File: src/pkg/gpio_toggle_sink_tx_pkg.sv
// constants and types shared by the gpio, toggle and sink transmit register bank
package gpio_toggle_sink_tx_pkg;
    // register offsets
    localparam logic [7:0] PIN1_CONFIG_ADDR = 8'ha4;
    localparam logic [7:0] PIN2_CONFIG_ADDR = 8'ha5;
    localparam logic [7:0] PIN_INPUT_STATUS_ADDR = 8'ha6;
    localparam logic [7:0] ROLE_TOGGLE_TIMING_ADDR = 8'ha7;
    localparam logic [7:0] SINK_TX_CONTROL_ADDR = 8'hb0;
    localparam logic [7:0] SOURCE_SWAP_ADDR = 8'hb1;

    // reset values
    localparam logic [7:0] PIN1_CONFIG_RESET = 8'h00;
    localparam logic [7:0] PIN2_CONFIG_RESET = 8'h00;
    localparam logic [7:0] PIN_INPUT_STATUS_RESET = 8'h00;
    localparam logic [7:0] ROLE_TOGGLE_TIMING_RESET = 8'h00;
    localparam logic [7:0] SINK_TX_CONTROL_RESET = 8'h40;
    localparam logic [7:0] SOURCE_SWAP_RESET = 8'h00;

    // writable bits of each configuration register
    localparam logic [7:0] PIN1_CONFIG_MASK = 8'h07;
    localparam logic [7:0] PIN2_CONFIG_MASK = 8'h0f;
    localparam logic [7:0] ROLE_TOGGLE_TIMING_MASK = 8'h03;
    localparam logic [7:0] SINK_TX_CONTROL_MASK = 8'h77;

    // field positions
    localparam int OUT_ENABLE_BIT = 0;
    localparam int IN_ENABLE_BIT = 1;
    localparam int OUT_LEVEL_BIT = 2;
    localparam int SWAP_FUNCTION_BIT = 3;
    localparam int PIN1_LEVEL_BIT = 0;
    localparam int PIN2_LEVEL_BIT = 1;
    localparam int SINK_TX_DISABLE_BIT = 6;
    localparam int RETRY_LSB = 4;
    localparam int FRAME_LSB = 0;
    localparam int SWAP_REQUEST_BIT = 0;

    // transmit frame type codes
    localparam logic [2:0] FRAME_SOP = 3'h0;
    localparam logic [2:0] FRAME_SOP_DBG2 = 3'h4;
    localparam logic [2:0] FRAME_HARD_RESET_A = 3'h5;
    localparam logic [2:0] FRAME_HARD_RESET_B = 3'h6;
    localparam logic [2:0] FRAME_CABLE_RESET = 3'h7;

    // advertised source current seen on the cc line
    localparam logic [1:0] RP_DEFAULT = 2'h1;
    localparam logic [1:0] RP_1A5 = 2'h2;
    localparam logic [1:0] RP_3A0 = 2'h3;

    // toggle phase minimum times in ms, the maximum is twice the minimum
    localparam logic [6:0] TOGGLE_SRC_MIN_MS0 = 7'h0f;
    localparam logic [6:0] TOGGLE_SRC_MIN_MS1 = 7'h14;
    localparam logic [6:0] TOGGLE_SRC_MIN_MS2 = 7'h19;
    localparam logic [6:0] TOGGLE_SRC_MIN_MS3 = 7'h1e;
    localparam logic [6:0] TOGGLE_SNK_MIN_MS0 = 7'h23;
    localparam logic [6:0] TOGGLE_SNK_MIN_MS1 = 7'h1e;
    localparam logic [6:0] TOGGLE_SNK_MIN_MS2 = 7'h19;
    localparam logic [6:0] TOGGLE_SNK_MIN_MS3 = 7'h14;

    // swap signalling must start within this time of a pin 2 falling edge
    localparam int CLOCK_PERIOD_NS = 20;
    localparam int SWAP_SEND_TIME_NS = 100;
    localparam int SWAP_SEND_CYCLES = SWAP_SEND_TIME_NS / CLOCK_PERIOD_NS;

    // what the transmitter is asked to send
    typedef enum logic [1:0] {TX_MESSAGE, TX_HARD_RESET, TX_CABLE_RESET} tx_kind_t;
endpackage

File: src/rtl/pin_sync.sv
// two flip-flop synchroniser for pin inputs
`timescale 1ns/1ns
module pin_sync #(
    parameter int WIDTH = 2
) (
    // clocking
    input wire logic clock,
    input wire logic reset,
    input wire logic clockEnable,
    // pins and result
    input wire logic [WIDTH-1:0] async,
    output logic [WIDTH-1:0] synced
);
    logic [WIDTH-1:0] firstStage;

    // first stage feeds only the second stage
    always_ff @(posedge clock) begin
        if (reset) begin
            firstStage <= '0;
            synced <= '0;
        end else if (clockEnable) begin
            firstStage <= async;
            synced <= firstStage;
        end
    end
endmodule

File: src/rtl/gpio_toggle_sink_tx_regs.sv
// gpio, toggle timing and sink transmit register bank of a type-c port controller
//
// Summary of operation
// - pin 1 high impedance unless output enabled; then driven to its level bit.
// - pin 1 input enable lets its sampled level show in the status register.
// - pin 2 generic output: enabled drives level bit, disabled is high impedance.
// - pin 2 swap function bit selects fast role swap use over generic use.
// - in sink swap use a vbus disconnect drives pin 2 low automatically.
// - generic pin 2 input enable lets its sampled level show in status.
// - swap monitor mode: pin 2 falling edge starts swap signalling within send time.
// - status bit 1 is pin 2 level, bit 0 pin 1 level.
// - two-bit toggle select sets source and sink toggle phase times.
// - sink write arms a transmit that starts when rp rises from 1.5 a to 3.0 a.
// - hard reset and cable reset ignore retry count and are sent once.
// - sink tx disable bit 6 blocks sink transmit; reset value 0x40.
// - retry count bits 5:4 give zero to three automatic retries.
// - frame type bits 2:0 select sop, sop', sop'', sop_dbg', sop_dbg''.
// - frame codes 101b and 110b both send hard reset.
// - frame code 111b sends cable reset.
// - writing swap request one starts fast role swap and clears itself.
`timescale 1ns/1ns
module gpio_toggle_sink_tx_regs
    import gpio_toggle_sink_tx_pkg::*;
(
    // clocking
    input wire logic clock,
    input wire logic reset,
    input wire logic clockEnable,
    // register port
    input wire logic [7:0] regAddr,
    input wire logic regWrite,
    input wire logic [7:0] regWriteData,
    input wire logic regRead,
    output logic [7:0] regReadData,
    // general purpose pins
    input wire logic pin1In,
    output logic pin1Out,
    output logic pin1OutEnableN,
    input wire logic pin2In,
    output logic pin2Out,
    output logic pin2OutEnableN,
    // port state from the type-c logic
    input wire logic isSink,
    input wire logic [1:0] rpAdvert,
    input wire logic vbusDisconnect,
    // toggle timing
    output logic [6:0] sourcePhaseMinMs,
    output logic [6:0] sinkPhaseMinMs,
    // transmitter requests
    output logic swapSignalStart,
    output logic txStart,
    output logic [2:0] txFrame,
    output tx_kind_t txKind,
    output logic [1:0] txRetries
);

    ////////////////////////////////////////////////////////////////////////////
    logic [7:0] pin1Config;
    logic [7:0] pin2Config;
    logic [7:0] pinInputStatus;
    logic [7:0] roleToggleTiming;
    logic [7:0] sinkTxControl;
    logic sourceSwap;
    logic [1:0] pinLevels;
    logic pin2LevelOld;
    logic swapDropped;
    logic txArmed;
    logic [1:0] rpOld;
    logic rpRise;
    logic pin2Fall;
    logic monitorMode;
    logic [2:0] frameType;

    function automatic logic isWrite(input logic [7:0] addr, input logic [7:0] target);
        return regWrite && (addr == target);
    endfunction

    // minimum toggle phase time for source or sink at a given select code
    function automatic logic [6:0] phaseMin(input logic [1:0] sel, input logic sink);
        logic [6:0] ms;
        ms = 7'h00;
        case (sel)
            2'h0: ms = sink ? TOGGLE_SNK_MIN_MS0 : TOGGLE_SRC_MIN_MS0;
            2'h1: ms = sink ? TOGGLE_SNK_MIN_MS1 : TOGGLE_SRC_MIN_MS1;
            2'h2: ms = sink ? TOGGLE_SNK_MIN_MS2 : TOGGLE_SRC_MIN_MS2;
            default: ms = sink ? TOGGLE_SNK_MIN_MS3 : TOGGLE_SRC_MIN_MS3;
        endcase
        return ms;
    endfunction

    ////////////////////////////////////////////////////////////////////////////
    // pins come from outside the clock domain
    pin_sync #(.WIDTH(2)) pinSync (
        .clock(clock),
        .reset(reset),
        .clockEnable(clockEnable),
        .async({pin2In, pin1In}),
        .synced(pinLevels)
    );

    ////////////////////////////////////////////////////////////////////////////
    // configuration registers; reserved bits masked off
    always_ff @(posedge clock) begin
        if (reset) begin
            pin1Config <= PIN1_CONFIG_RESET;
            pin2Config <= PIN2_CONFIG_RESET;
            roleToggleTiming <= ROLE_TOGGLE_TIMING_RESET;
            sinkTxControl <= SINK_TX_CONTROL_RESET;
        end else if (clockEnable) begin
            if (isWrite(regAddr, PIN1_CONFIG_ADDR))
                pin1Config <= regWriteData & PIN1_CONFIG_MASK;
            if (isWrite(regAddr, PIN2_CONFIG_ADDR))
                pin2Config <= regWriteData & PIN2_CONFIG_MASK;
            if (isWrite(regAddr, ROLE_TOGGLE_TIMING_ADDR))
                roleToggleTiming <= regWriteData & ROLE_TOGGLE_TIMING_MASK;
            if (isWrite(regAddr, SINK_TX_CONTROL_ADDR))
                sinkTxControl <= regWriteData & SINK_TX_CONTROL_MASK;
        end
    end

    // swap request: write sets, hardware clears one cycle later
    always_ff @(posedge clock) begin
        if (reset) begin
            sourceSwap <= SOURCE_SWAP_RESET[SWAP_REQUEST_BIT];
        end else if (clockEnable) begin
            if (isWrite(regAddr, SOURCE_SWAP_ADDR) && regWriteData[SWAP_REQUEST_BIT])
                sourceSwap <= 1'b1;
            else
                sourceSwap <= 1'b0;
        end
    end

    ////////////////////////////////////////////////////////////////////////////
    // input status; a disabled buffer reads low
    always_ff @(posedge clock) begin
        if (reset) begin
            pinInputStatus <= PIN_INPUT_STATUS_RESET;
        end else if (clockEnable) begin
            pinInputStatus <= 8'h00;
            pinInputStatus[PIN1_LEVEL_BIT] <= pinLevels[0] & pin1Config[IN_ENABLE_BIT];
            pinInputStatus[PIN2_LEVEL_BIT] <= pinLevels[1] & pin2Config[IN_ENABLE_BIT];
        end
    end

    ////////////////////////////////////////////////////////////////////////////
    // pin drivers; enables are active low
    always_ff @(posedge clock) begin
        if (reset) begin
            pin1Out <= 1'b0;
            pin1OutEnableN <= 1'b1;
            pin2Out <= 1'b0;
            pin2OutEnableN <= 1'b1;
        end else if (clockEnable) begin
            pin1OutEnableN <= ~pin1Config[OUT_ENABLE_BIT];
            pin1Out <= pin1Config[OUT_LEVEL_BIT];
            pin2OutEnableN <= ~pin2Config[OUT_ENABLE_BIT];
            if (pin2Config[SWAP_FUNCTION_BIT])
                pin2Out <= pin2Config[OUT_LEVEL_BIT] & ~swapDropped & ~vbusDisconnect;
            else
                pin2Out <= pin2Config[OUT_LEVEL_BIT];
        end
    end

    // a disconnect keeps pin 2 low until software rewrites pin2_config
    always_ff @(posedge clock) begin
        if (reset) begin
            swapDropped <= 1'b0;
        end else if (clockEnable) begin
            if (vbusDisconnect && pin2Config[SWAP_FUNCTION_BIT] && pin2Config[OUT_ENABLE_BIT])
                swapDropped <= 1'b1;
            else if (isWrite(regAddr, PIN2_CONFIG_ADDR))
                swapDropped <= 1'b0;
        end
    end

    ////////////////////////////////////////////////////////////////////////////
    // swap monitor on pin 2
    assign monitorMode = pin2Config[SWAP_FUNCTION_BIT] & ~pin2Config[OUT_ENABLE_BIT]
        & pin2Config[IN_ENABLE_BIT];
    assign pin2Fall = pin2LevelOld & ~pinLevels[1];

    always_ff @(posedge clock) begin
        if (reset) begin
            pin2LevelOld <= 1'b0;
            swapSignalStart <= 1'b0;
        end else if (clockEnable) begin
            pin2LevelOld <= pinLevels[1];
            // one cycle after the synchroniser, well inside the send time
            swapSignalStart <= (monitorMode & pin2Fall) | sourceSwap;
        end
    end

    ////////////////////////////////////////////////////////////////////////////
    // toggle timing
    always_ff @(posedge clock) begin
        if (reset) begin
            sourcePhaseMinMs <= TOGGLE_SRC_MIN_MS0;
            sinkPhaseMinMs <= TOGGLE_SNK_MIN_MS0;
        end else if (clockEnable) begin
            sourcePhaseMinMs <= phaseMin(roleToggleTiming[1:0], 1'b0);
            sinkPhaseMinMs <= phaseMin(roleToggleTiming[1:0], 1'b1);
        end
    end

    ////////////////////////////////////////////////////////////////////////////
    // sink transmit: armed by a write, fired on the rp step from 1.5 a to 3.0 a
    assign rpRise = (rpOld == RP_1A5) && (rpAdvert == RP_3A0);
    assign frameType = sinkTxControl[FRAME_LSB +: 3];

    always_ff @(posedge clock) begin
        if (reset) begin
            rpOld <= RP_DEFAULT;
        end else if (clockEnable) begin
            rpOld <= rpAdvert;
        end
    end

    // a write in the source role is not expected and is not armed
    always_ff @(posedge clock) begin
        if (reset) begin
            txArmed <= 1'b0;
        end else if (clockEnable) begin
            if (isWrite(regAddr, SINK_TX_CONTROL_ADDR) && isSink
                    && !regWriteData[SINK_TX_DISABLE_BIT])
                txArmed <= 1'b1;
            else if (rpRise || !isSink || sinkTxControl[SINK_TX_DISABLE_BIT])
                txArmed <= 1'b0;
        end
    end

    always_ff @(posedge clock) begin
        if (reset) begin
            txStart <= 1'b0;
            txFrame <= FRAME_SOP;
            txKind <= TX_MESSAGE;
            txRetries <= 2'h0;
        end else if (clockEnable) begin
            txStart <= txArmed & rpRise & isSink & ~sinkTxControl[SINK_TX_DISABLE_BIT];
            txFrame <= frameType;
            case (frameType)
                FRAME_HARD_RESET_A, FRAME_HARD_RESET_B: begin
                    txKind <= TX_HARD_RESET;
                    txRetries <= 2'h0;
                end
                FRAME_CABLE_RESET: begin
                    txKind <= TX_CABLE_RESET;
                    txRetries <= 2'h0;
                end
                default: begin
                    txKind <= TX_MESSAGE;
                    txRetries <= sinkTxControl[RETRY_LSB +: 2];
                end
            endcase
        end
    end

    ////////////////////////////////////////////////////////////////////////////
    // register read, one cycle latency; unmapped addresses read zero
    always_ff @(posedge clock) begin
        if (reset) begin
            regReadData <= 8'h00;
        end else if (clockEnable && regRead) begin
            case (regAddr)
                PIN1_CONFIG_ADDR: regReadData <= pin1Config;
                PIN2_CONFIG_ADDR: regReadData <= pin2Config;
                PIN_INPUT_STATUS_ADDR: regReadData <= pinInputStatus;
                ROLE_TOGGLE_TIMING_ADDR: regReadData <= roleToggleTiming;
                SINK_TX_CONTROL_ADDR: regReadData <= sinkTxControl;
                SOURCE_SWAP_ADDR: regReadData <= {7'h00, sourceSwap};
                default: regReadData <= 8'h00;
            endcase
        end
    end

    ////////////////////////////////////////////////////////////////////////////
    // checks
    pin1_drive_a: assert property (@(posedge clock) disable iff (reset)
        clockEnable |=> (pin1OutEnableN == ~$past(pin1Config[OUT_ENABLE_BIT])))
        else $error("pin 1 enable does not follow config");

    pin1_status_a: assert property (@(posedge clock) disable iff (reset)
        !pin1Config[IN_ENABLE_BIT] && clockEnable |=> !pinInputStatus[PIN1_LEVEL_BIT])
        else $error("disabled pin 1 input reads high");

    pin2_generic_a: assert property (@(posedge clock) disable iff (reset)
        clockEnable && !pin2Config[SWAP_FUNCTION_BIT] |=> pin2Out == $past(pin2Config[OUT_LEVEL_BIT]))
        else $error("pin 2 generic level wrong");

    swap_drop_a: assert property (@(posedge clock) disable iff (reset)
        clockEnable && vbusDisconnect && pin2Config[SWAP_FUNCTION_BIT] |=> !pin2Out)
        else $error("pin 2 not driven low on disconnect");

    swap_start_a: assert property (@(posedge clock) disable iff (reset)
        clockEnable && monitorMode && pin2Fall |=> swapSignalStart)
        else $error("swap signalling not started");

    reserved_zero_a: assert property (@(posedge clock) disable iff (reset)
        (sinkTxControl[7] == 1'b0) && (sinkTxControl[3] == 1'b0) && (pin2Config[7:4] == 4'h0))
        else $error("reserved bit set");

    once_only_a: assert property (@(posedge clock) disable iff (reset)
        txStart && txKind != TX_MESSAGE |-> txRetries == 2'h0)
        else $error("reset signalling with retries");

    tx_disabled_a: assert property (@(posedge clock) disable iff (reset)
        sinkTxControl[SINK_TX_DISABLE_BIT] && clockEnable |=> !txStart)
        else $error("transmit while disabled");

    tx_trigger_a: assert property (@(posedge clock) disable iff (reset)
        clockEnable ##1 txStart |-> $past(rpRise) && $past(txArmed))
        else $error("transmit without rp rise");

    swap_clear_a: assert property (@(posedge clock) disable iff (reset)
        clockEnable && sourceSwap |=> !sourceSwap ##0 swapSignalStart)
        else $error("swap request not cleared");

    tx_fire_c: cover property (@(posedge clock) disable iff (reset) txStart);
    swap_pin_c: cover property (@(posedge clock) disable iff (reset) monitorMode ##1 swapSignalStart);
    drop_c: cover property (@(posedge clock) disable iff (reset) swapDropped && !pin2OutEnableN);
endmodule

File: config.mk
export PLATFORM = sky130hd
export DESIGN_NAME = gpio_toggle_sink_tx_regs
export DESIGN_NICKNAME = d
export VERILOG_FILES = /design/src/pkg/gpio_toggle_sink_tx_pkg.sv /design/src/rtl/pin_sync.sv /design/src/rtl/gpio_toggle_sink_tx_regs.sv
export SDC_FILE = /design/constraint.sdc
export NUM_CORES = 1
export LEC_CHECK = 0
export BUFFER_PORTS_ARGS = -buffer_cell sky130_fd_sc_hd__buf_4
export CORE_MARGIN = 8
export CORE_UTILIZATION = 56
export CTS_CLUSTER_SIZE = 8
export DETAILED_ROUTE_END_ITERATION = 8
export GPL_ROUTABILITY_DRIVEN = 0
export PLACE_DENSITY = 0.94
export SLEW_MARGIN = 10
export SYNTH_ARGS = -nofsm -noshare
export SYNTH_HDL_FRONTEND = slang
export SYNTH_SLANG_ARGS = --single-unit
export TNS_END_PERCENT = 1
File: constraint.sdc
create_clock -name clock -period 3.4 [get_ports clock]
set_input_delay 0.17 -clock clock [delete_from_list [all_inputs] [get_ports clock]]
set_output_delay 0.17 -clock clock [all_outputs]
set_load 0.005 [all_outputs]
# --- After elaboration in Yosys (flattened, before gate mapping) ---
# Cells that the tools add are included.
classes:
  n_reduce_logical: 27
  bitwise_logic: 18
  eq_ne: 13
  n_mux: 11
op_table:
  columns: ["cell", "count"]
  rows:
  - ["== test 8 bit, second input constant", 6]
  - ["case mux 7 bit (6 select lines)", 1]
  - ["case mux 6 bit (3 select lines)", 1]
  - ["case mux 5 bit (3 select lines)", 1]
  - ["logical AND 1 bit", 12]
  - ["AND reduction 2 bit", 6]
  - ["bitwise AND 1 bit", 11]
  - ["== test 3 bit, second input constant", 3]
  - ["== test 2 bit, second input constant", 3]
  - ["two-way mux 1 bit", 6]
  - ["NOT 1 bit", 6]
  - ["case mux 2 bit (2 select lines)", 1]
  - ["nonzero test 2 bit", 2]
  - ["OR reduction 3 bit", 1]
  - ["== test 2 x 1 -> 1 bit, second input constant", 1]
  - ["logical NOT 1 bit", 2]
  - ["logical NOT 2 bit", 1]
  - ["logical OR 1 bit", 2]
  - ["two-way mux 2 bit", 1]
  - ["OR reduction 2 bit", 1]
  - ["OR 1 bit", 1]
totals:
  output_inout_bits: 35
  word_cells: 93
  register_bits: 62
  in_bits: 27

# --- Logic depth before layout (Yosys ltp) ---
depth:
  depth_word: 6
  depth_mapped: 6
  mapped_depth_nobuf: 5

# --- Hierarchy ---
# From an unflattened synthesis, not the netlist that was laid out.
unflattened:
  hier_cells: 271
  hier_area_um2: 2501.1
by_module_without_submodules:
  columns: ["module", "instances", "cells_each", "area_per_inst_um2", "seq_area_each_um2"]
  rows:
  - ["gpio_toggle_sink_tx_regs", 1, 258, 2361.0, 1041.0]
  - ["pin_sync", 1, 13, 140.1, 80.1]

# --- Worst setup path before layout ---
# Ideal clock, no wire load.
synth_path:
  kind: "input to register"
  startpoint: "input regAddr[1]"
  endpoint: "register txArmed"
  path_buffers: 2
  required_ps: 3329
  stages: 6
  path_slack_ps: 1720
  setup_time_ps: 71
  arrival_time_ps: 1609
  cell_sequence: "buf_6 > or3b_4 > or3_1 > buf_6 > or3_1 > a21oi_1"
synth_between:
  elab_chain_cells: 6
  word_cells_on_any_way: 7
  cone_classes: "eq/ne (1); mux (1); reduce/logical (5)"
synth_lines:
  columns: ["element", "line", "source"]
  rows:
  - ["start, declared", "gpio_toggle_sink_tx_regs.sv:30", "input wire logic [7:0] regAddr,"]
  - ["== test 8 bit *", "gpio_toggle_sink_tx_regs.sv:75", "return regWrite && (addr == target);"]
  - ["logical AND 1 bit *", "gpio_toggle_sink_tx_regs.sv:75", null]
  - ["logical AND 1 bit *", "gpio_toggle_sink_tx_regs.sv:223", "if (isWrite(regAddr, SINK_TX_CONTROL_ADDR) && isSink"]
  - ["logical AND 1 bit *", "gpio_toggle_sink_tx_regs.sv:224", "&& !regWriteData[SINK_TX_DISABLE_BIT])"]
  - ["nonzero test 2 bit (no line)", null, null]
  - ["AND reduction 2 bit (no line)", null, null]
  - ["end signal, assigned", "gpio_toggle_sink_tx_regs.sv:221", "txArmed <= 1'b0;"]
  - ["end signal, assigned", "gpio_toggle_sink_tx_regs.sv:225", "txArmed <= 1'b1;"]
  - ["end signal, assigned", "gpio_toggle_sink_tx_regs.sv:227", "txArmed <= 1'b0;"]
  - ["end, declared", "gpio_toggle_sink_tx_regs.sv:67", "logic txArmed;"]
# Mark *: on every way between the ends. The rest lies on a longest branch, timed or not.
# A chain may end at the register's enable or synchronous reset.

# --- Worst setup path after layout ---
layout_path:
  startpoint: "input regAddr[3]"
  endpoint: "register pin1Config[2]"
layout_between:
  elab_chain_cells: 3
layout_lines:
  columns: ["element", "line", "source"]
  rows:
  - ["== test 8 bit", "gpio_toggle_sink_tx_regs.sv:75", null]
  - ["logical AND 1 bit", "gpio_toggle_sink_tx_regs.sv:75", null]
  - ["AND reduction 2 bit (no line)", null, null]
  - ["end signal, assigned", "gpio_toggle_sink_tx_regs.sv:111", "pin1Config <= regWriteData & PIN1_CONFIG_MASK;"]
  - ["end, declared", "gpio_toggle_sink_tx_regs.sv:58", "logic [7:0] pin1Config;"]
# Every way passes these cells.

==> flow_metrics.py <==
metrics = {
    "setup_path": {
        "critPathRequiredTime_ns": 3.60,
        "r2r_start": "roleToggleTiming[0]",
        "cp-end-kind": "register",
        "path_class": "primary input to register",
        "ff2ff_path_depth": 3,
        "crit_end": "pin1Config[2]",
        "path_max_fanout": 9,
        "rrSetupSlack_ns": 2.17,
        "cp.arrival_ns": 1.88,
        "startpoint": "regAddr[3]",
        "crit_path_start_kind": "primary input",
        "r2r-end": "sinkPhaseMinMs[5]",
    },
    "timing": {
        "finalMaxSlewViolations": 0,
        "rsz0062_at_grt": "no",
        "setup_viol": 0,
        "hold_viol": 0,
        "max_freq_ghz": 0.593,
        "tightest_slew_ns": 0.867,
        "fin_crit_sh_pct": 49.6,
        "fin_setup_tns_ns": 0,
        "worst_clock_skew_ns": 0.00555,
        "whs_ns": 0.0687,
        "relSlewSlack_pct": 41.6,
        "fin_crit_ns": 1.68,
    },
    "power_and_ir_drop": {
        "irDropWorstVdd_mv": 0.283,
        "total_power_w": 0.00113,
        "power_per_cell_area_nw_per_um2": 393,
        "p_leak_nw": 1.19,
    },
    "worst_hold_path": {
        "hp-class": "primary input to register",
    },
    "synthesis": {
        "synthCells": 264,
        "synth_top_area_cell": "dfxtp_1",
        "synth_top_area_share_pct": 46.7,
        "synth_async_sr_flop_share_pct": 0,
        "synthTopCellsByArea": "dfxtp_1, mux2i_1, nor2_1",
        "yosysSeqAreaShare_pct": 46.7,
        "synth_seq_cells": 56,
        "yosys_warnings": 0,
        "synth-edff-count": 0,
        "syn_area_um2": 2400,
        "synth.distinct_cells": 41,
        "dominantRegCellSynth": "dfxtp_1",
        "syn_avg_cell_area_um2": 9.10,
    },
    "floorplanning": {
        "core_um2": 4230,
        "die-area_um2": 6640,
        "start_util_pct": 56.7,
        "num_rows": 24,
        "dieHeight_um": 81.5,
        "fp.dieW_um": 81.5,
        "ios": 62,
    },
    "global_routing": {
        "antenna_found_initial": 0,
        "grt_pass1_wl_um": 8810,
        "grt_pass1_vias": 1892,
        "grt-ovfl-total": 0,
        "grt_start_max_net_pins": 55,
        "grt_usage_pct": 16.9,
    },
    "detailed_routing": {
        "dr.pass1.iters": 4,
        "ant_nets": 0,
        "drt_iter0_markers": 214,
        "vias": 1990,
        "routed_via_density": 5.53,
        "wl_per_cell_um": 15.5,
        "wl_um": 5600,
        "drc_errors": 0,
    },
    "cts": {
        "cts_buffers": 5,
        "cts_tree": "done",
        "post_cts_buffers": 0,
        "clockRootBuffer": "clkbuf_8",
        "h-tree-depth": 2,
        "hold_buffers": 0,
        "cts_sinks": 56,
        "clkTransAtPathRegs_ns": 0.10,
        "clock_tree.buffer_depth": 2,
        "clk_latency_ns": 0.31,
        "cts_resized": 0,
    },
    "place": {
        "io_buffers": 56,
        "dpl.hpwl_um": 4070,
    },
    "final_layout": {
        "area_growth_pct": 19.3,
        "fin_nets": 341,
        "drive_above_1_share_pct": 21.4,
        "antenna_cells": 0,
    },
    "flow_run": {
        "maxCapViolations": 0,
    },
    "outcome": {
        "outcome": "complete, no violations",
    },
}
## worst min-delay path by stage
stage,startpoint,to,cells after the start
after floorplan,rpAdvert[0],rpOld[0],1
after global placement,rpAdvert[0],rpOld[0],2
after detailed placement,rpAdvert[0],rpOld[0],2
after CTS,rpAdvert[0],rpOld[0],2
after global routing,rpAdvert[0],rpOld[0],2
final,rpAdvert[0],rpOld[0],2
## per-layer routing
layer  vias up  wire, um  global-route usage [%]
met5         -         0                       0
met4         0        74                    7.50
li1        989         -                       -
met1       940      2410                    20.8
met2        54      2680                    27.5
met3         7       432                    3.94
## cell usage after synthesis, types with 4 or more instances
library cell	n
dfxtp_1	56
nor2_1	37
mux2i_1	26
nand2_1	19
a21oi_1	15
clkbuf_1	12
o21ai_0	10
nand3_1	9
inv_1	8
ha_1	7
nand2b_1	7
buf_4	6
nor2b_1	5
nor4_1	4
## placed cells by master, fill, tap and decap left out, types with 7 or more instances in the layout
cell and n:
a21oi_1 15, buf_4 56, dfxtp_1 56, ha_1 7
inv_1 8, mux2i_1 26, nand2_1 19, nand2b_1 7
nand3_1 9, nor2_1 37, o21ai_0 10
## metrics by stage
step / util (%) / worst slack (ns) / cell area (um^2) / std cells
global placement: 65.5 / 1.45 / 2770 / 352
detailed placement: 65.5 / 1.42 / 2770 / 352
finish: 67.7 / 1.72 / 2870 / 360
CTS: 67.7 / 1.76 / 2870 / 360
global route: 67.7 / 1.63 / 2870 / 360
floorplan: - / 1.72 / 2410 / 267
## logic make-up after synthesis
family                   after synthesis  share of synthesized area, %
AND/OR/NAND/NOR                       95                          19.1
AO/OA/AOI/OAI                         47                          12.8
multiplexers                          26                          10.8
XOR/XNOR                               1                         0.365
adder cells (fa/ha/maj)                7                          3.65
flip-flops                            56                          46.7
other                                  1                         0.156
buffers and inverters                 31                          6.46
## power breakdown
part,internal (W),switching [W]
Clock,0.000163,0.000212
Sequential,0.000662,0.00000394
Combinational,0.0000377,0.0000475
## state kept, by name (all words and copies together) (netlist names), 2 cells and up
register,cells
sourcePhaseMinMs,3
rpOld,2
pin2Config,4
pinSync.synced,2
sinkPhaseMinMs,6
txFrame,3
sinkTxControl,6
regReadData,7
roleToggleTiming,2
pin1Config,3
pinSync.firstStage,2
txKind,2
pinInputStatus,2
txRetries,2
## final cells by class
cell class / instances / area (um^2)
clock buffers: 6 / 82.6
multi-input cells: 180 / 1140
fillers: 362 / 1370
well taps: 52 / 65.1
repair buffers: 56 / 420
clock inverters: 2 / 10.0
flip-flops and latches: 56 / 1120
inverters: 8 / 30.0
## critical path, cell delays in order
cell and delay [ns]:
buf_4 0.10, nand4bb_1 0.41, nor4_1 0.86, mux2i_1 0.28
nor2_1 0.05
Note: power is estimated with default switching activity, not from simulation.
